$ cat config.mk
export PLATFORM = sky130hd
export DESIGN_NAME = aeqsc_top
export DESIGN_NICKNAME = d
export VERILOG_FILES = /design/src/rtl/aeqsc_pkg.sv /design/src/rtl/aeqsc_top.sv /design/src/rtl/aeqsc_engine.sv
export SDC_FILE = /design/constraint.sdc
export NUM_CORES = 1
export LEC_CHECK = 0
export ABC_CLOCK_PERIOD_IN_PS = 16960
export BUFFER_PORTS_ARGS = -buffer_cell sky130_fd_sc_hd__buf_2
export CORE_ASPECT_RATIO = 1.75
export CORE_MARGIN = 5
export CORE_UTILIZATION = 45
export DETAILED_ROUTE_END_ITERATION = 16
export SYNTH_ARGS = -nofsm -noshare
export SYNTH_HDL_FRONTEND = slang
export SYNTH_SLANG_ARGS = --single-unit
$ cat constraint.sdc
create_clock -name i_sys_clk -period 16.96 [get_ports i_sys_clk]
set_input_delay 2.544 -clock i_sys_clk [delete_from_list [all_inputs] [get_ports i_sys_clk]]
set_output_delay 2.544 -clock i_sys_clk [all_outputs]
set_load 0.03 [all_outputs]
$ cat src/rtl/aeqsc_pkg.sv
// Constants for the adaptive equalization status and two-wire config block.
// Assumes a single 40 MHz system clock.
package aeqsc_pkg;
    // Register offsets
    localparam logic [7:0] ADDR_RESULT = 8'h3b;
    localparam logic [7:0] ADDR_CTRL   = 8'h40;
    localparam logic [7:0] ADDR_OVR    = 8'h41;
    localparam logic [7:0] ADDR_SHORT  = 8'h42;
    localparam logic [7:0] ADDR_LONG   = 8'h43;
    localparam logic [7:0] ADDR_EQ0    = 8'h50;
    // Reset values
    localparam logic [7:0] RESULT_RST = 8'h00;
    localparam logic [3:0] CTRL_RST   = 4'h0;
    localparam logic [3:0] CODE_RST   = 4'h0;
    localparam logic [9:0] SYNC_RST   = 10'h300;
    // Fields
    localparam int DONE_BIT      = 4;
    localparam int CTRL_TYPE_BIT = 2;
    localparam int CTRL_OVR_BIT  = 3;
    localparam int NUM_INPUTS    = 7;
    localparam logic [3:0] CODE_LAST = 4'hf;
    localparam logic [1:0] EN_OFF    = 2'h0;
    localparam logic [1:0] EN_FULL_A = 2'h1;
    localparam logic [1:0] EN_FULL_B = 2'h3;
    localparam logic [1:0] EN_FAST   = 2'h1;
    // Two-wire target address with both address straps floating
    localparam logic [6:0] TARGET_ADDR_BASE = 7'h12;
    localparam logic [6:0] ADDR_STEP        = 7'h03;
    // Timing
    localparam int SETTLE_NS     = 1000;
    localparam int CLK_PERIOD_NS = 25;
    localparam int SETTLE_CYC    = (SETTLE_NS + CLK_PERIOD_NS - 1) / CLK_PERIOD_NS;
    localparam logic [2:0] STRAP_WAIT = 3'h4;
    // Three-level strap pin encoding
    typedef enum logic [1:0] {
        STRAP_LOW   = 2'b00,
        STRAP_HIGH  = 2'b01,
        STRAP_FLOAT = 2'b10
    } aeqsc_strap_t;
endpackage

$ cat src/rtl/aeqsc_top.sv
// Adaptive equalization status register, strap sampling and two-wire target.
// Assumes SCL/SDA and straps arrive asynchronously; SDA is open drain outside.
`timescale 1ns/100ps
`default_nettype none
module aeqsc_top import aeqsc_pkg::*; #(
    parameter int SETTLE_CYCLES = SETTLE_CYC
) (
    // Clock and reset
    input  wire logic                    i_sys_clk,
    input  wire logic                    i_reset,
    // Two-wire bus
    input  wire logic                    i_scl,
    input  wire logic                    i_sda,
    output logic                         o_sda_out,
    output logic                         o_sda_oe,
    // Straps
    input  wire logic [1:0]              i_cfg_select_strap,
    input  wire logic [1:0]              i_address_bit1_strap,
    input  wire logic [1:0]              i_address_bit0_strap,
    input  wire logic [1:0]              i_eq_strap,
    // Analog front end
    input  wire logic [7:0]              i_eye_metric,
    input  wire logic                    i_long_channel,
    // Equalizer settings and status
    output logic                         o_twowire_mode,
    output logic [NUM_INPUTS-1:0][3:0]   o_eq_setting,
    output logic [3:0]                   o_eq_result_code,
    output logic                         o_eq_done
);
    typedef enum logic [2:0] {
        I2C_IDLE = 3'b000,
        I2C_ADDR = 3'b001,
        I2C_AACK = 3'b010,
        I2C_WR   = 3'b011,
        I2C_WACK = 3'b100,
        I2C_RD   = 3'b101,
        I2C_RACK = 3'b110
    } aeqsc_i2c_t;

    function automatic logic [6:0] strap_index(input logic [1:0] lvl);
        case (lvl)
            STRAP_LOW:  strap_index = 7'h01;
            STRAP_HIGH: strap_index = 7'h02;
            default:    strap_index = 7'h00;
        endcase
    endfunction

    // Pin synchroniser: the first stage feeds only the second
    logic [9:0] pins, s1, s2, s3, filt, next_filt;
    logic       scl_f, sda_f, scl_p, sda_p;
    logic [1:0] cfg_lvl, a1_lvl, a0_lvl, eq_lvl;
    assign pins = {i_scl, i_sda, i_cfg_select_strap, i_address_bit1_strap,
                   i_address_bit0_strap, i_eq_strap};
    assign next_filt = (~(s2 ^ s3) & s3) | ((s2 ^ s3) & filt);
    assign {scl_f, sda_f, cfg_lvl, a1_lvl, a0_lvl, eq_lvl} = filt;

    always_ff @(posedge i_sys_clk or posedge i_reset) begin
        if (i_reset) begin
            s1    <= SYNC_RST;
            s2    <= SYNC_RST;
            s3    <= SYNC_RST;
            filt  <= SYNC_RST;
            scl_p <= 1'b1;
            sda_p <= 1'b1;
        end else begin
            s1    <= pins;
            s2    <= s1;
            s3    <= s2;
            filt  <= next_filt;
            scl_p <= scl_f;
            sda_p <= sda_f;
        end
    end

    // Strap capture and equalizer outputs
    logic [2:0]                  strap_cnt, next_strap_cnt;
    logic                        strap_done, next_strap_done;
    logic                        twowire, next_twowire;
    logic [6:0]                  my_addr, next_addr;
    logic [3:0]                  pin_eq, next_pin_eq;
    logic [NUM_INPUTS-1:0][3:0]  eq_out, next_eq_out;
    logic [NUM_INPUTS-1:0][3:0]  eq_reg, next_eq_reg;
    logic [3:0]                  ctrl, next_ctrl;
    logic [3:0]                  ovr, next_ovr;
    logic [3:0]                  short_code, next_short;
    logic [3:0]                  long_code, next_long;
    logic [3:0]                  eng_applied, eng_result;
    logic                        eng_done;
    logic                        start_run, next_start_run;

    always_comb begin
        next_strap_cnt  = strap_cnt;
        next_strap_done = strap_done;
        next_twowire    = twowire;
        next_addr       = my_addr;
        next_pin_eq     = pin_eq;
        if (!strap_done) begin
            if (strap_cnt == STRAP_WAIT) begin
                next_strap_done = 1'b1;
                next_twowire    = cfg_lvl != STRAP_LOW;
                next_addr       = 7'(TARGET_ADDR_BASE + ADDR_STEP * strap_index(a1_lvl)
                                  + strap_index(a0_lvl));
                next_pin_eq     = {eq_lvl, 2'b00};
            end else begin
                next_strap_cnt = strap_cnt + 3'h1;
            end
        end
        for (int k = 0; k < NUM_INPUTS; k++) begin
            if (!twowire) begin
                next_eq_out[k] = pin_eq;
            end else if (k == 0 && ctrl[1:0] != EN_OFF) begin
                next_eq_out[k] = eng_applied;
            end else begin
                next_eq_out[k] = eq_reg[k];
            end
        end
    end

    always_ff @(posedge i_sys_clk or posedge i_reset) begin
        if (i_reset) begin
            strap_cnt  <= 3'h0;
            strap_done <= 1'b0;
            twowire    <= 1'b0;
            my_addr    <= TARGET_ADDR_BASE;
            pin_eq     <= CODE_RST;
            eq_out     <= '0;
        end else begin
            strap_cnt  <= next_strap_cnt;
            strap_done <= next_strap_done;
            twowire    <= next_twowire;
            my_addr    <= next_addr;
            pin_eq     <= next_pin_eq;
            eq_out     <= next_eq_out;
        end
    end

    // Two-wire target; the bus is only answered in two-wire mode
    aeqsc_i2c_t i2c, next_i2c;
    logic [7:0] sh, next_sh, ptr, next_ptr, rdata, wr_data;
    logic [2:0] bitcnt, next_bitcnt, eq_idx;
    logic       first, next_first, rw, next_rw, oe, next_oe, ph, next_ph;
    logic       wr_en, rd_load, active, scl_rise, scl_fall, start_c, stop_c, in_eq;
    assign active   = strap_done && twowire;
    assign scl_rise = scl_f && !scl_p;
    assign scl_fall = !scl_f && scl_p;
    assign start_c  = scl_f && scl_p && sda_p && !sda_f;
    assign stop_c   = scl_f && scl_p && !sda_p && sda_f;
    assign wr_data  = {sh[6:0], sda_f};
    assign in_eq    = ptr >= ADDR_EQ0 && ptr < ADDR_EQ0 + 8'(NUM_INPUTS);
    assign eq_idx   = 3'(ptr - ADDR_EQ0);

    always_comb begin
        rdata = 8'h00;
        case (ptr)
            ADDR_RESULT: rdata = {3'h0, eng_done, eng_result};
            ADDR_CTRL:   rdata = {4'h0, ctrl};
            ADDR_OVR:    rdata = {4'h0, ovr};
            ADDR_SHORT:  rdata = {4'h0, short_code};
            ADDR_LONG:   rdata = {4'h0, long_code};
            default:     rdata = in_eq ? {4'h0, eq_reg[eq_idx]} : 8'h00;
        endcase
    end

    always_comb begin
        next_i2c    = i2c;
        next_sh     = sh;
        next_bitcnt = bitcnt;
        next_ptr    = ptr;
        next_first  = first;
        next_rw     = rw;
        next_oe     = oe;
        next_ph     = ph;
        wr_en       = 1'b0;
        rd_load     = 1'b0;
        case (i2c)
            I2C_ADDR, I2C_WR: begin
                if (scl_rise) begin
                    next_sh     = wr_data;
                    next_bitcnt = bitcnt + 3'h1;
                    next_ph     = 1'b0;
                    if (bitcnt == 3'h7 && i2c == I2C_ADDR) begin
                        next_rw  = sda_f;
                        next_i2c = (sh[6:0] == my_addr) ? I2C_AACK : I2C_IDLE;
                    end else if (bitcnt == 3'h7) begin
                        next_i2c   = I2C_WACK;
                        next_first = 1'b0;
                        next_ptr   = first ? wr_data : ptr + 8'h01;
                        wr_en      = !first;
                    end
                end
            end
            I2C_AACK, I2C_WACK: begin
                if (scl_fall) begin
                    next_ph     = !ph;
                    next_oe     = !ph;
                    next_bitcnt = 3'h0;
                    if (ph && i2c == I2C_AACK && rw) begin
                        rd_load  = 1'b1;
                        next_sh  = rdata;
                        next_oe  = !rdata[7];
                        next_ptr = ptr + 8'h01;
                        next_i2c = I2C_RD;
                    end else if (ph) begin
                        next_i2c = I2C_WR;
                    end
                end
            end
            I2C_RD: begin
                if (scl_fall) begin
                    next_sh = {sh[6:0], 1'b0};
                    next_oe = !sh[6];
                end
                if (scl_rise) begin
                    next_bitcnt = bitcnt + 3'h1;
                    next_ph     = 1'b0;
                    next_i2c    = (bitcnt == 3'h7) ? I2C_RACK : I2C_RD;
                end
            end
            I2C_RACK: begin
                if (scl_fall && !ph) begin
                    next_oe = 1'b0;
                    next_ph = 1'b1;
                end else if (scl_rise && ph && sda_f) begin
                    next_i2c = I2C_IDLE;
                end else if (scl_fall) begin
                    rd_load     = 1'b1;
                    next_sh     = rdata;
                    next_oe     = !rdata[7];
                    next_ptr    = ptr + 8'h01;
                    next_bitcnt = 3'h0;
                    next_ph     = 1'b0;
                    next_i2c    = I2C_RD;
                end
            end
            default: begin
                next_oe = 1'b0;
            end
        endcase
        if (start_c && active) begin
            next_i2c    = I2C_ADDR;
            next_bitcnt = 3'h0;
            next_oe     = 1'b0;
            next_first  = 1'b1;
        end
        if (stop_c || !active) begin
            next_i2c = I2C_IDLE;
            next_oe  = 1'b0;
        end
    end

    // Register writes; the status register at its offset takes no write
    always_comb begin
        next_ctrl   = ctrl;
        next_ovr    = ovr;
        next_short  = short_code;
        next_long   = long_code;
        next_eq_reg = eq_reg;
        next_start_run = wr_en && ptr == ADDR_CTRL;
        if (wr_en) begin
            case (ptr)
                ADDR_CTRL:  next_ctrl  = wr_data[3:0];
                ADDR_OVR:   next_ovr   = wr_data[3:0];
                ADDR_SHORT: next_short = wr_data[3:0];
                ADDR_LONG:  next_long  = wr_data[3:0];
                default: begin
                    if (in_eq) begin
                        next_eq_reg[eq_idx] = wr_data[3:0];
                    end
                end
            endcase
        end
    end

    always_ff @(posedge i_sys_clk or posedge i_reset) begin
        if (i_reset) begin
            i2c        <= I2C_IDLE;
            sh         <= 8'h00;
            ptr        <= 8'h00;
            bitcnt     <= 3'h0;
            first      <= 1'b1;
            rw         <= 1'b0;
            oe         <= 1'b0;
            ph         <= 1'b0;
            ctrl       <= CTRL_RST;
            ovr        <= CODE_RST;
            short_code <= CODE_RST;
            long_code  <= CODE_RST;
            eq_reg     <= '0;
            start_run  <= 1'b0;
        end else begin
            i2c        <= next_i2c;
            sh         <= next_sh;
            ptr        <= next_ptr;
            bitcnt     <= next_bitcnt;
            first      <= next_first;
            rw         <= next_rw;
            oe         <= next_oe;
            ph         <= next_ph;
            ctrl       <= next_ctrl;
            ovr        <= next_ovr;
            short_code <= next_short;
            long_code  <= next_long;
            eq_reg     <= next_eq_reg;
            start_run  <= next_start_run;
        end
    end

    // A control write starts a run one clock later, once the new settings stand
    aeqsc_engine #(
        .SETTLE_CYCLES (SETTLE_CYCLES)
    ) u_engine (
        .i_sys_clk       (i_sys_clk),
        .i_reset         (i_reset),
        .i_start         (start_run),
        .i_enable        (ctrl[1:0]),
        .i_type_select   (ctrl[CTRL_TYPE_BIT]),
        .i_override_en   (ctrl[CTRL_OVR_BIT]),
        .i_override_code (ovr),
        .i_short_code    (short_code),
        .i_long_code     (long_code),
        .i_eye_metric    (i_eye_metric),
        .i_long_channel  (i_long_channel),
        .o_applied_code  (eng_applied),
        .o_result_code   (eng_result),
        .o_done          (eng_done)
    );

    assign o_sda_out        = 1'b0;
    assign o_sda_oe         = oe;
    assign o_twowire_mode   = twowire;
    assign o_eq_setting     = eq_out;
    assign o_eq_result_code = eng_result;
    assign o_eq_done        = eng_done;

    addr_float_a: assert property (@(posedge i_sys_clk) disable iff (i_reset)
        (!strap_done && strap_cnt == STRAP_WAIT && a1_lvl == STRAP_FLOAT
         && a0_lvl == STRAP_FLOAT) |=> my_addr == TARGET_ADDR_BASE)
        else $error("floating straps did not give default address");
    mode_sel_a: assert property (@(posedge i_sys_clk) disable iff (i_reset)
        (!strap_done && strap_cnt == STRAP_WAIT)
        |=> o_twowire_mode == ($past(cfg_lvl) != STRAP_LOW))
        else $error("config mode does not follow strap");
    pin_eq_a: assert property (@(posedge i_sys_clk) disable iff (i_reset)
        (strap_done && !twowire) ##1 (strap_done && !twowire)
        |=> o_eq_setting == {NUM_INPUTS{$past(pin_eq, 2)}})
        else $error("pin mode settings do not follow straps");
    result_read_a: assert property (@(posedge i_sys_clk) disable iff (i_reset)
        (rd_load && ptr == ADDR_RESULT)
        |=> sh == {3'h0, $past(eng_done), $past(eng_result)})
        else $error("status register read value wrong");
endmodule
`default_nettype wire

$ cat src/rtl/aeqsc_engine.sv
// Adaptive equalization run control: full search and fast short/long pick.
// Assumes eye metric and channel class come from analog logic on the same clock.
`timescale 1ns/100ps
`default_nettype none
module aeqsc_engine import aeqsc_pkg::*; #(
    parameter int SETTLE_CYCLES = SETTLE_CYC
) (
    // Clock and reset
    input  wire logic       i_sys_clk,
    input  wire logic       i_reset,
    // Run control
    input  wire logic       i_start,
    input  wire logic [1:0] i_enable,
    input  wire logic       i_type_select,
    input  wire logic       i_override_en,
    input  wire logic [3:0] i_override_code,
    input  wire logic [3:0] i_short_code,
    input  wire logic [3:0] i_long_code,
    // Analog front end
    input  wire logic [7:0] i_eye_metric,
    input  wire logic       i_long_channel,
    // Results
    output logic [3:0]      o_applied_code,
    output logic [3:0]      o_result_code,
    output logic            o_done
);
    typedef enum logic [1:0] {
        ENG_IDLE = 2'b00,
        ENG_FULL = 2'b01,
        ENG_FAST = 2'b10
    } aeqsc_eng_t;
    localparam logic [15:0] SETTLE_LOAD = 16'(SETTLE_CYCLES - 1);

    aeqsc_eng_t  state, next_state;
    logic [15:0] timer, next_timer;
    logic [3:0]  trial, next_trial;
    logic [3:0]  best, next_best;
    logic [3:0]  result, next_result;
    logic [7:0]  best_metric, next_best_metric;
    logic        done, next_done;
    logic        run_full, run_fast, expired, better;
    logic [3:0]  pick;

    assign run_full = i_type_select && (i_enable == EN_FULL_A || i_enable == EN_FULL_B);
    assign run_fast = !i_type_select && i_enable == EN_FAST;
    assign expired  = timer == 16'h0000;
    assign better   = trial == 4'h0 || i_eye_metric > best_metric;
    assign pick     = better ? trial : best;

    always_comb begin
        next_state       = state;
        next_timer       = timer;
        next_trial       = trial;
        next_best        = best;
        next_best_metric = best_metric;
        next_result      = result;
        next_done        = done;
        case (state)
            ENG_FULL: begin
                if (expired) begin
                    if (better) begin
                        next_best        = trial;
                        next_best_metric = i_eye_metric;
                    end
                    if (trial == CODE_LAST) begin
                        next_result = pick;
                        next_done   = 1'b1;
                        next_state  = ENG_IDLE;
                    end else begin
                        next_trial = trial + 4'h1;
                        next_timer = SETTLE_LOAD;
                    end
                end else begin
                    next_timer = timer - 16'h0001;
                end
            end
            ENG_FAST: begin
                if (expired) begin
                    next_result = i_long_channel ? i_long_code : i_short_code;
                    next_done   = 1'b1;
                    next_state  = ENG_IDLE;
                end else begin
                    next_timer = timer - 16'h0001;
                end
            end
            default: begin
                next_state = ENG_IDLE;
            end
        endcase
        // A restart abandons the old run and keeps done clear; a result it completes in the same cycle is still stored
        if (i_start && (run_full || run_fast)) begin
            next_state       = run_full ? ENG_FULL : ENG_FAST;
            next_timer       = SETTLE_LOAD;
            next_trial       = 4'h0;
            next_best        = 4'h0;
            next_best_metric = 8'h00;
            next_done        = 1'b0;
        end
        if (i_override_en) begin
            next_result = i_override_code;
        end
    end

    always_ff @(posedge i_sys_clk or posedge i_reset) begin
        if (i_reset) begin
            state       <= ENG_IDLE;
            timer       <= 16'h0000;
            trial       <= 4'h0;
            best        <= 4'h0;
            best_metric <= 8'h00;
            result      <= RESULT_RST[3:0];
            done        <= RESULT_RST[DONE_BIT];
        end else begin
            state       <= next_state;
            timer       <= next_timer;
            trial       <= next_trial;
            best        <= next_best;
            best_metric <= next_best_metric;
            result      <= next_result;
            done        <= next_done;
        end
    end

    // Fast mode drives the short setting until the channel is classified
    assign o_applied_code = (state == ENG_FULL) ? trial :
                            (state == ENG_FAST) ? i_short_code : result;
    assign o_result_code  = result;
    assign o_done         = done;

    done_set_a: assert property (@(posedge i_sys_clk) disable iff (i_reset)
        (state == ENG_FULL && expired && trial == CODE_LAST && !i_start) |=> o_done)
        else $error("done flag not set after final settle");
    full_pick_a: assert property (@(posedge i_sys_clk) disable iff (i_reset)
        (state == ENG_FULL && expired && trial == CODE_LAST && !i_override_en)
        |=> o_result_code == $past(pick))
        else $error("full search result is not the best code");
    fast_pick_a: assert property (@(posedge i_sys_clk) disable iff (i_reset)
        (state == ENG_FAST && expired && !i_start && !i_override_en)
        |=> o_result_code == ($past(i_long_channel) ? $past(i_long_code) : $past(i_short_code)))
        else $error("fast result does not match channel class");
    ovr_show_a: assert property (@(posedge i_sys_clk) disable iff (i_reset)
        i_override_en |=> o_result_code == $past(i_override_code))
        else $error("override value not reflected");
    restart_clear_a: assert property (@(posedge i_sys_clk) disable iff (i_reset)
        (i_start && (run_full || run_fast)) |=> !o_done [*2])
        else $error("done flag not cleared by new run");
endmodule
`default_nettype wire

Word level (Yosys, flattened, before mapping)
Index checks and enable logic that the tools add are counted.
{ "op_classes": {"n_lt_le_gt_ge": 5, "multipliers": 1, "mux": 122, "n_bitwise": 8, "n_reduce_logical": 80, "add_sub_neg": 8, "eq_ne": 57} }
{ "ops": {"columns": ["operator", "count"], "rows": [
  ["2-to-1 mux 4 bit", 26],
  ["2-to-1 mux 8 bit", 13],
  ["2-to-1 mux 7 bit", 11],
  ["2-to-1 mux 16 bit", 4],
  ["2-to-1 mux 3 bit", 17],
  ["== test 8 x 7 -> 1 bit, second input constant", 4],
  ["case mux 16 bit (2 select lines)", 1],
  ["bitwise mux 28 bit", 1],
  ["2-to-1 mux 1 bit", 28],
  ["case mux 7 bit (4 select lines)", 1],
  ["inequality test 5 bit, second input constant", 5],
  ["case mux 5 bit (5 select lines)", 1],
  ["inequality test 4 bit, second input constant", 6],
  ["case mux 8 bit (3 select lines)", 1],
  ["logical AND 1 bit", 21],
  ["bitwise AND 10 bit", 2],
  ["inequality test 2 bit, second input constant", 10],
  ["inequality test 3 bit, second input constant", 6],
  ["AND reduction 3 bit", 6],
  ["zero test 16 bit", 1],
  ["AND reduction 4 bit", 4],
  ["AND reduction 8 bit", 2],
  ["nonzero test 2 bit", 8],
  ["subtractor 16 x 1 -> 16 bit, second input constant", 1],
  ["other kinds (51)", 101]
]} }
{ "totals": {"input_bits": 21, "out_inout_bits": 36, "wordCells": 326, "reg_bits": 193} }

Logic depth before layout (Yosys ltp)
Gate-level depths: netlist (run 1).
{ "depth": {"depth_word": 9, "depth_mapped": 9, "mapped_depth_nobuf": 8} }

Cells and area by module
A second synthesis (run 1) with hierarchy kept.
{ "hier_totals": {"cells_unflattened": 823, "hier_area_um2": 9075.0} }
{ "by_module_without_submodules": {"columns": ["mod", "n_inst", "seq_area_each_um2", "area_each_um2", "cells_per_inst"], "rows": [
  ["aeqsc_top", 1, 3793.6, 6550.0, 555],
  ["aeqsc_engine", 1, 975.9, 2524.9, 268]
]} }

Least setup slack after synthesis (run 1)
No wires, ideal clock.
{ "synth_timing": {"path_type": "input-to-reg", "from": "input port i_eye_metric[6]", "to": "register u_engine.best_metric[6]", "setup_time_ps": 138, "setup_slack_ps": 12744, "path_stages": 8, "arrival_ps": 4078, "required_ps": 16822, "path_buffers": 1, "cell_sequence": "ha_1 nand4_1 or2_2 o21a_1 o311ai_1 buf_4 mux2i_1 nor2_1"} }
{ "synth_between": {"elab_chain_len": 4, "elab_cells_between_ends": 8, "classes_between": "1 x order compare; 4 x mux; 3 x reduce/logical"} }
{ "synth_lines": {"columns": ["element", "line", "rtl"], "rows": [
  ["from (decl)", "aeqsc_top.sv:22", "input wire logic [7:0] i_eye_metric,"],
  ["greater-than comparator 8 bit or 2-to-1 mux 8 bit (tied branches)", "aeqsc_engine.sv:47, aeqsc_engine.sv:61", null],
  ["logical OR 1 bit or 2-to-1 mux 8 bit (tied branches)", "aeqsc_engine.sv:47, aeqsc_engine.sv:60", null],
  ["nonzero test 2 bit (no line) or 2-to-1 mux 8 bit (tied branches)", null, null],
  ["AND reduction 3 bit (no line) or 2-to-1 mux 8 bit (tied branches)", null, null],
  ["to (signal assigned)", "aeqsc_engine.sv:118", "best_metric <= next_best_metric;"],
  ["to (decl)", "aeqsc_engine.sv:39", "logic [7:0] best_metric, next_best_metric;"]
]} }
Parallel ways exist; a longest one is shown, timed or not. The select of a mux whose other input is x is not followed.
A chain may end at the register's enable or synchronous reset.

Final worst setup path (run 1)
{ "layout_timing": {"from": "input port i_eye_metric[7]", "to": "register u_engine.best_metric[7]"} }
Same word-level chain as after synthesis.

==> results of run 1 <==
==> Yosys cell counts (10+ instances only) <==
cell type  instances
a21oi_1           41
mux2_2            52
nand2b_1          10
ha_1              23
o22ai_1           10
and2_1            16
inv_1             35
mux2i_1           27
nand3_1           14
maj3_1            10
dfstp_2           12
nor2_1            61
a211oi_1          11
dfrtp_1          178
clkbuf_1          29
o21ai_0           48
xnor2_1           13
nor3_1            17
nand2_1           89
==> report_power, final <==
group / switching [uW] / total [uW] / internal (uW)
Clock: 183 / 409 / 226
Sequential: 22.7 / 493 / 470
Combinational: 36.0 / 56.1 / 20.1
Total: 242 / 958 / 716
==> area by class of cell <==
class	count	area (um^2)	share of cell area, %
Sequential cell	190	4770	47.6
Multi-Input combinational cell	572	3890	38.8
Clock buffer	20	447	4.46
Tap cell	245	307	3.06
Timing Repair Buffer	59	305	3.05
Clock inverter	12	150	1.50
Inverter	37	146	1.46
==> layer usage <==
layer | up-vias | routed length (um) | global-route usage [%] | share of wire (%)
li1 | 3052 | - | - | -
met1 | 3062 | 7790 | 21.1 | 39
met2 | 107 | 10800 | 33.4 | 55
met3 | 40 | 573 | 3.56 | 2.9
met4 | 0 | 652 | 8.38 | 3.3
met5 | - | 0 | 0 | 0
==> worst max path at each step <==
stage	start	end	slack [ns]	cells past startpoint
after global routing	i_eye_metric[3]	u_engine.best_metric[2]	12.25	8
after floorplan	i_reset	async pin	9.27	1
after global placement	i_eye_metric[6]	u_engine.best_metric[7]	11.92	8
final	i_eye_metric[7]	u_engine.best_metric[7]	12.40	8
after CTS	i_eye_metric[7]	u_engine.best_metric[7]	12.39	8
after detailed placement	i_eye_metric[7]	u_engine.best_metric[3]	11.92	8
==> metrics by stage <==
stage / total power, uW / instances / util (%) / instance area, um^2 / hold slack, ns
after floorplan: 537 / 835 / - / 8940 / 0.331
after global placement: 558 / 1103 / 47.9 / 9420 / 0.332
after detailed placement: 559 / 1103 / 47.9 / 9420 / 0.335
after CTS: 970 / 1135 / 50.9 / 10000 / 0.348
after global routing: 997 / 1135 / 50.9 / 10000 / 0.353
final: 958 / 1135 / 50.9 / 10000 / 0.347
==> critical path: stages <==
cell,delay [ns]
buf_2,0.11
ha_1,0.30
nand4_1,0.12
or2_2,0.35
o21a_1,0.17
o311ai_2,0.96
mux2i_1,0.29
nor2_1,0.05
==> cells by family after synthesis <==
logic type	count (synthesis)	synth area share [%]
AND/OR/NAND/NOR	271	15.7
flip-flops	190	53.4
AO/OA/AOI/OAI	171	12.0
multiplexers	79	9.57
buffers and inverters	73	3.23
adder cells (fa/ha/maj)	34	4.56
XOR/XNOR	16	1.57
other	1	0.0419
==> cell usage in the layout, fill, tap and decap left out, types with 5 or more instances in the layout <==
cell type	netlist	layout
a211oi_1	11	11
a21oi_1	41	41
a22oi_1	8	8
a31oi_1	8	8
and2_1	16	16
buf_2	2	55
clkbuf_16	0	17
dfrtp_1	178	178
dfstp_2	12	12
ha_1	23	23
inv_1	35	34
maj3_1	10	10
mux2_2	52	52
mux2i_1	27	27
nand2_1	89	89
nand2b_1	10	10
nand3_1	14	14
nand4_1	5	5
nor2_1	61	61
nor2b_1	7	7
nor3_1	17	17
nor4_1	6	6
o21ai_0	48	48
o221ai_1	7	7
o22ai_1	10	10
o31ai_1	8	8
or3_1	9	9
xnor2_1	13	13
==> summary.md, run 1 <==
| Metric | Value |
|---|---|
| Status | completed |
| Mapped Area | 0.00894 mm^2 |
| Pre-CTS setup slack | 11.92 ns |
| # H-tree levels | 4 |
| Top FF cell, synth | dfrtp_1 |
| Synth Warn # | 0 |
| Yosys cell types | 69 |
| Die area | 0.0229 mm^2 |
| DP HPWL | 14200 um |
| Reg2reg end | eq_reg[11] |
| Vias | 6261 |
| Worst Hold Depth | 0 |
| Die X | 117 um |
| Final nets | 922 |
| Pwr dens | 95.6 mW/mm^2 |
| I/O pins | 57 |
| Top cell type by total area after synthesis | dfrtp_1 |
| Initial drt markers | 301 |
| Avg Cell Area, Syn | 10.7 um^2 |
| Hold/Removal Path Class | reg2reg |
| # fillers | 1791 |
| Top cell type's share of synthesized area | 49.8% |
| Total Routing Usage GR | 18.7% |
| Clk slew on worst S/H paths | 0.07 ns |
| WP data arrival | 4.89 ns |
| CTS root buffer | clkbuf_16 |
| Final worst slack | 12.40 ns |
| CTS tree | done |
| Net count after synthesis | 880 |
| Drt drc | 0 |
| DRT Pass-1 Iters | 4 |
| Die height | 196 um |
| First-pass GRT wire length | 33500 um |
| Initial Util | 45.5% |
| WL/cell | 17.5 um |
| GRT overflow | 0 |
| Cell count after synthesis | 835 |
| WS Path Type | in2reg |
| Gpl congestion | 0.834 |
| Crit path max fanout | 10 |
| Worst slew pin tran | 1.19 ns |
| IO buf count | 55 |
| Slew Viols, Final | 0 |
| Sequential share of the synthesized area | 53.4% |
| Final WL | 19800 um |
| R2R depth | 7 |
| Share of cells above drive strength 1 | 19.6% |
| Final antenna diode count | 0 |
| Critical Path RT | 17.29 ns |
| Synth area leaders | dfrtp_1 (50%), mux2_2 (6.6%), nand2_1 (3.7%) |
| Worst Setup End Kind | register |
| CTS buffer count | 17 |
| HP Start | s1[2] |
| Later-pin clock latency in the skew report | 0.44 ns |
| # rows | 68 |
| VDD IR max | 0.0000909 V |
| Final Hold Fails | 0 |
| Achievable Freq | 219 MHz |
| Setup violators final | 0 |
| RSZ-0062 raised after global routing | false |
| Layout area overhead | 12.0% |
| Tcrit/Tclk final | 26.9% |
| Vias per Instance | 5.52 |
| Leakage power | 0.00471 uW |
| Vias in the first global route | 6473 |
| Slew headroom | 20.8% |
| Detail Route Antenna Nets | 0 |
| Hold_buf cts | 0 |
| Worst R2R Start | ptr[0] |
| CTS Sinks | 190 |
| Endpoint, Worst Hold | s2[2] |
| Number of synthesized flops with an enable pin | 0 |
| Synth Register Bits | 190 |
| Post-CTS Setup Bufs | 0 |
| Core area | 0.0197 mm^2 |
| Resized cells post-CTS | 0 |
| CTS max path bufs | 2 |
| Setup TNS | 0 ns |
| Synth async-reset ratio | 100% |
| Antenna violations before repair | 0 |
| Largest net degree at the start of global routing | 123 |
| Fin Clk Skew | 0.00988 ns |
| Flop2flop setup slack | 14.13 ns |
| # Max-Cap Violations | 0 |
| CP startpoint kind | input pin |
| Minimum clock period | 4.56 ns |
No activity file was read; power rests on OpenSTA's default activity.
==> run 2: changes to the inputs <==
ABC_AREA = 1   (was not set)
ABC_CLOCK_PERIOD_IN_PS = 4650   (was 16960)
clock period = 4.65 ns   (was 16.96 ns; I/O delays follow)
==> summary.md, run 2 <==
| Metric | Value |
|---|---|
| Status | completed |
| Post-synthesis simple-gate area fraction | 24.2% (+8.5 points) |
| Worst slew pin tran | 1.00 ns (-0.182 ns) |
| Top cell type by total area after synthesis | dfrtp_1 |
| Later-pin clock latency in the skew report | 0.44 ns (about the same) |
| # rows | 69 (+1.5%) |
| Share of cells above drive strength 1 | 9.55% (-10 points) |
| Pwr dens | 441 mW/mm^2 (+360%) |
| Setup violators final | 0 (unchanged) |
| First-pass GRT wire length | 36000 um (+7.8%) |
| Yosys cell types | 38 (-45%) |
| CP startpoint kind | register |
| DP HPWL | 15900 um (+12%) |
| Minimum clock period | 2.71 ns |
| Final hold slack | 0.348 ns (+0.000428 ns) |
| Commonest non-fill, non-tap cell in the layout | nand2_1 |
| Die height | 198 um (+0.85%) |
| Drt drc | 0 (unchanged) |
| Most frequent CP cell | nand2_1 |
| Vias | 7265 (+16%) |
| WS Path Type | reg2reg |
| VDD IR max | 0.000353 V (+290%) |
| Slew Viols, Final | 0 (unchanged) |
| Endpoint, Worst Hold | s2[7] |
| Gpl congestion | 0.878 (+5.3%) |
| Flop2flop setup slack | 1.94 ns (-12.19 ns) |
| Final Hold Fails | 0 (unchanged) |
| Pre-CTS setup slack | 1.99 ns (-9.93 ns) |
| Worst Setup End Kind | register |
| Largest family of logic cells by synthesized area | simple AND/OR/NAND/NOR gates |
| Most common cell in the netlist | nand2_1 |
| Multiplexer share of the synthesized area | 0.110% (-9.5 points) |
| Total Routing Usage GR | 19.3% (+0.63 points) |
| Vias per Instance | 5.11 (-7.3%) |
| Leakage power | 0.00522 uW (+11%) |
| CTS max path bufs | 2 (unchanged) |
| IO buf count | 55 (unchanged) |
| Crit path max fanout | 27 (+17) |
| Synth area leaders | dfrtp_1 (49%), nand2_1 (13%), o21ai_0 (6.4%) |
| Setup TNS | 0 ns (unchanged) |
| Avg Cell Area, Syn | 8.23 um^2 (-23%) |
| Reg2reg end | sh[2] |
| Layout area overhead | 12.0% (about the same) |
| Largest stage delay, worst path | 0.84 ns (-0.12 ns) |
| CTS Sinks | 190 (unchanged) |
| Initial drt markers | 327 (+8.6%) |
| HP Start | s1[7] |
| CTS buffer count | 17 (unchanged) |
| Worst Setup SP | ptr[0] |
| Net count after synthesis | 1151 (+31%) |
| # fillers | 2005 (+12%) |
| Comb pwr share | 24.6% (+19 points) |
| WL/cell | 15.2 um (-13%) |
| Initial Util | 45.2% (-0.24 points) |
| Post-synth top cells | nand2_1 (322), dfrtp_1 (178), inv_1 (117), o21ai_0 (117), nor2_1 (101) |
| # H-tree levels | 4 (unchanged) |
| Critical Path RT | 5.01 ns (-12.28 ns) |
| Slew headroom | 33.1% (+12 points) |
| Final nets | 1206 (+31%) |
| Largest net degree at the start of global routing | 191 (+55%) |
| XOR/XNOR share of the synthesized area | 2.12% (+0.55 points) |
| Seq pwr share | 44.1% (-7.3 points) |
| Vias in the first global route | 7409 (+14%) |
| Die X | 118 um (+0.82%) |
| GRT overflow | 0 (unchanged) |
| Critical-path top delay cell | dfrtp_1 |
| WP data arrival | 3.07 ns (-1.82 ns) |
| Synth Register Bits | 190 (unchanged) |
| Top cell type's share of synthesized area | 48.9% (-0.88 points) |
| Resized cells post-CTS | 0 (unchanged) |
| Mapped Area | 0.00910 mm^2 (+1.8%) |
| R2R depth | 11 (+4) |
| Hold/Removal Path Class | reg2reg |
| Core area | 0.0201 mm^2 (+2.3%) |
| Total Power | 4490 uW (+370%) |
| Die area | 0.0233 mm^2 (+1.7%) |
| Area share of fa/ha/maj cells after synthesis | 4.48% (-0.081 points) |
| Achievable Freq | 370 MHz |
| Tcrit/Tclk final | 58.2% |
| Sw frac | 35.6% (+10 points) |
| Commonest non-fill, non-tap cells in the layout | nand2_1 (322), dfrtp_1 (178), o21ai_0 (117) |
| DRT Pass-1 Iters | 5 (+1) |
| Worst Hold Depth | 0 (unchanged) |
| Top FF cell, synth | dfrtp_1 |
| Detail Route Antenna Nets | 0 (unchanged) |
| Fin Clk Skew | 0.00853 ns (-0.00135 ns) |
| Synth Warn # | 0 (unchanged) |
| Clock group share of total power | 31.3% (-11 points) |
| Antenna violations before repair | 0 (unchanged) |
| RSZ-0062 raised after global routing | false |
| Cell count after synthesis | 1106 (+32%) |
| Clk slew on worst S/H paths | 0.07 ns (about the same) |
| CTS root buffer | clkbuf_16 |
| Number of synthesized flops with an enable pin | 0 (unchanged) |
| Post-CTS Setup Bufs | 0 (unchanged) |
| Sw Pwr | 1600 uW (+560%) |
| Critical path cell sequence | inv_1 -> ha_1 -> inv_1 -> nor2_1 -> nand2_1 -> nand2_1 -> nor2_1 -> nand2_1 -> nand2_1 -> nand3_1 -> a21oi_1 |
| Final worst slack | 1.94 ns (-10.45 ns) |
| Final antenna diode count | 0 (unchanged) |
| CTS tree | done |
| Synth async-reset ratio | 100% (unchanged) |
| Hold_buf cts | 0 (unchanged) |
| Sequential share of the synthesized area | 52.4% (-0.95 points) |
| Worst R2R Start | ptr[0] |
| Int Power | 2900 uW (+300%) |
| I/O pins | 57 (unchanged) |
| # Max-Cap Violations | 0 (unchanged) |
| Final WL | 21600 um (+8.9%) |
| Post-synthesis compound-gate area fraction | 10.7% (-1.3 points) |
run 2: cell count changes in the layout (fill, tap and decap cells not counted), sizes merged, moves of 10 or more:
cell and change:
inv +79, o21ai +69, nand2b -10, nand3 +73, mux2i -26, nand2 +232, xor2 +15, mux2 -52
nor2 +39, and2 -16, or3 -10
run 2: worst max path at each step:
stage	end	slack (ns)	depth (start not counted)
finish	sh[2]	1.94	11
global route	sh[1]	1.51	11
CTS	sh[2]	1.98	11
detailed placement	sh[2]	1.99	11
global placement	sh[0]	2.08	11
floorplan	async pin	1.51	1
run 2: stage by stage:
stage                     util, %  area, um^2  instances
final                        50.7       10200       1421
after global routing         50.7       10200       1421
after CTS                    50.7       10200       1421
after detailed placement     47.9        9630       1390
after global placement       47.9        9630       1390
after floorplan                 -        9100       1106
run 2: worst max-delay path, delay by kind of cell, from the launching register on:
family / cells / cell delay [ns]
and+or+nand+nor: 7 / 0.78
DFF: 1 / 0.84
buffers and inverters: 2 / 0.51
adders and majority gates: 1 / 0.34
AOI/OAI and AO/OA: 1 / 0.15
run 2: layer usage:
metal	up-vias	GRT usage [%]	share of wire, %
li1	3675	-	-
met1	3434	19.8	38
met2	111	37.2	56
met3	45	3.57	2.7
met4	0	9.14	3.7
met5	-	0	0
run 2: cells by family (layout without fill, tap and decap cells):
family	Yosys count	count (layout)
other	1	1
buffers and inverters	141	208
XOR/XNOR	22	22
AO/OA/AOI/OAI	180	180
multiplexers	1	1
adder cells (fa/ha/maj)	34	34
AND/OR/NAND/NOR	537	537
flip-flops	190	190
run 2: layout make-up:
class | count | area [um^2] | area share, %
flip-flops and latches | 190 | 4770 | 46.8
repair buffers | 58 | 310 | 3.04
clock buffers | 18 | 429 | 4.21
well taps | 248 | 310 | 3.04
inverters | 119 | 450 | 4.42
multi-input cells | 775 | 3790 | 37.2
clock inverters | 13 | 135 | 1.33
run 2: power by group through the flow:
stage	logic, uW	registers [uW]	clock network [uW]
4_1_cts	1120	1980	1450
2_1_floorplan	870	1950	0
6_report	1110	1980	1410
3_5_place_dp	1110	2010	0
5_1_grt	1280	2000	1520
3_3_place_gp	1110	2010	0
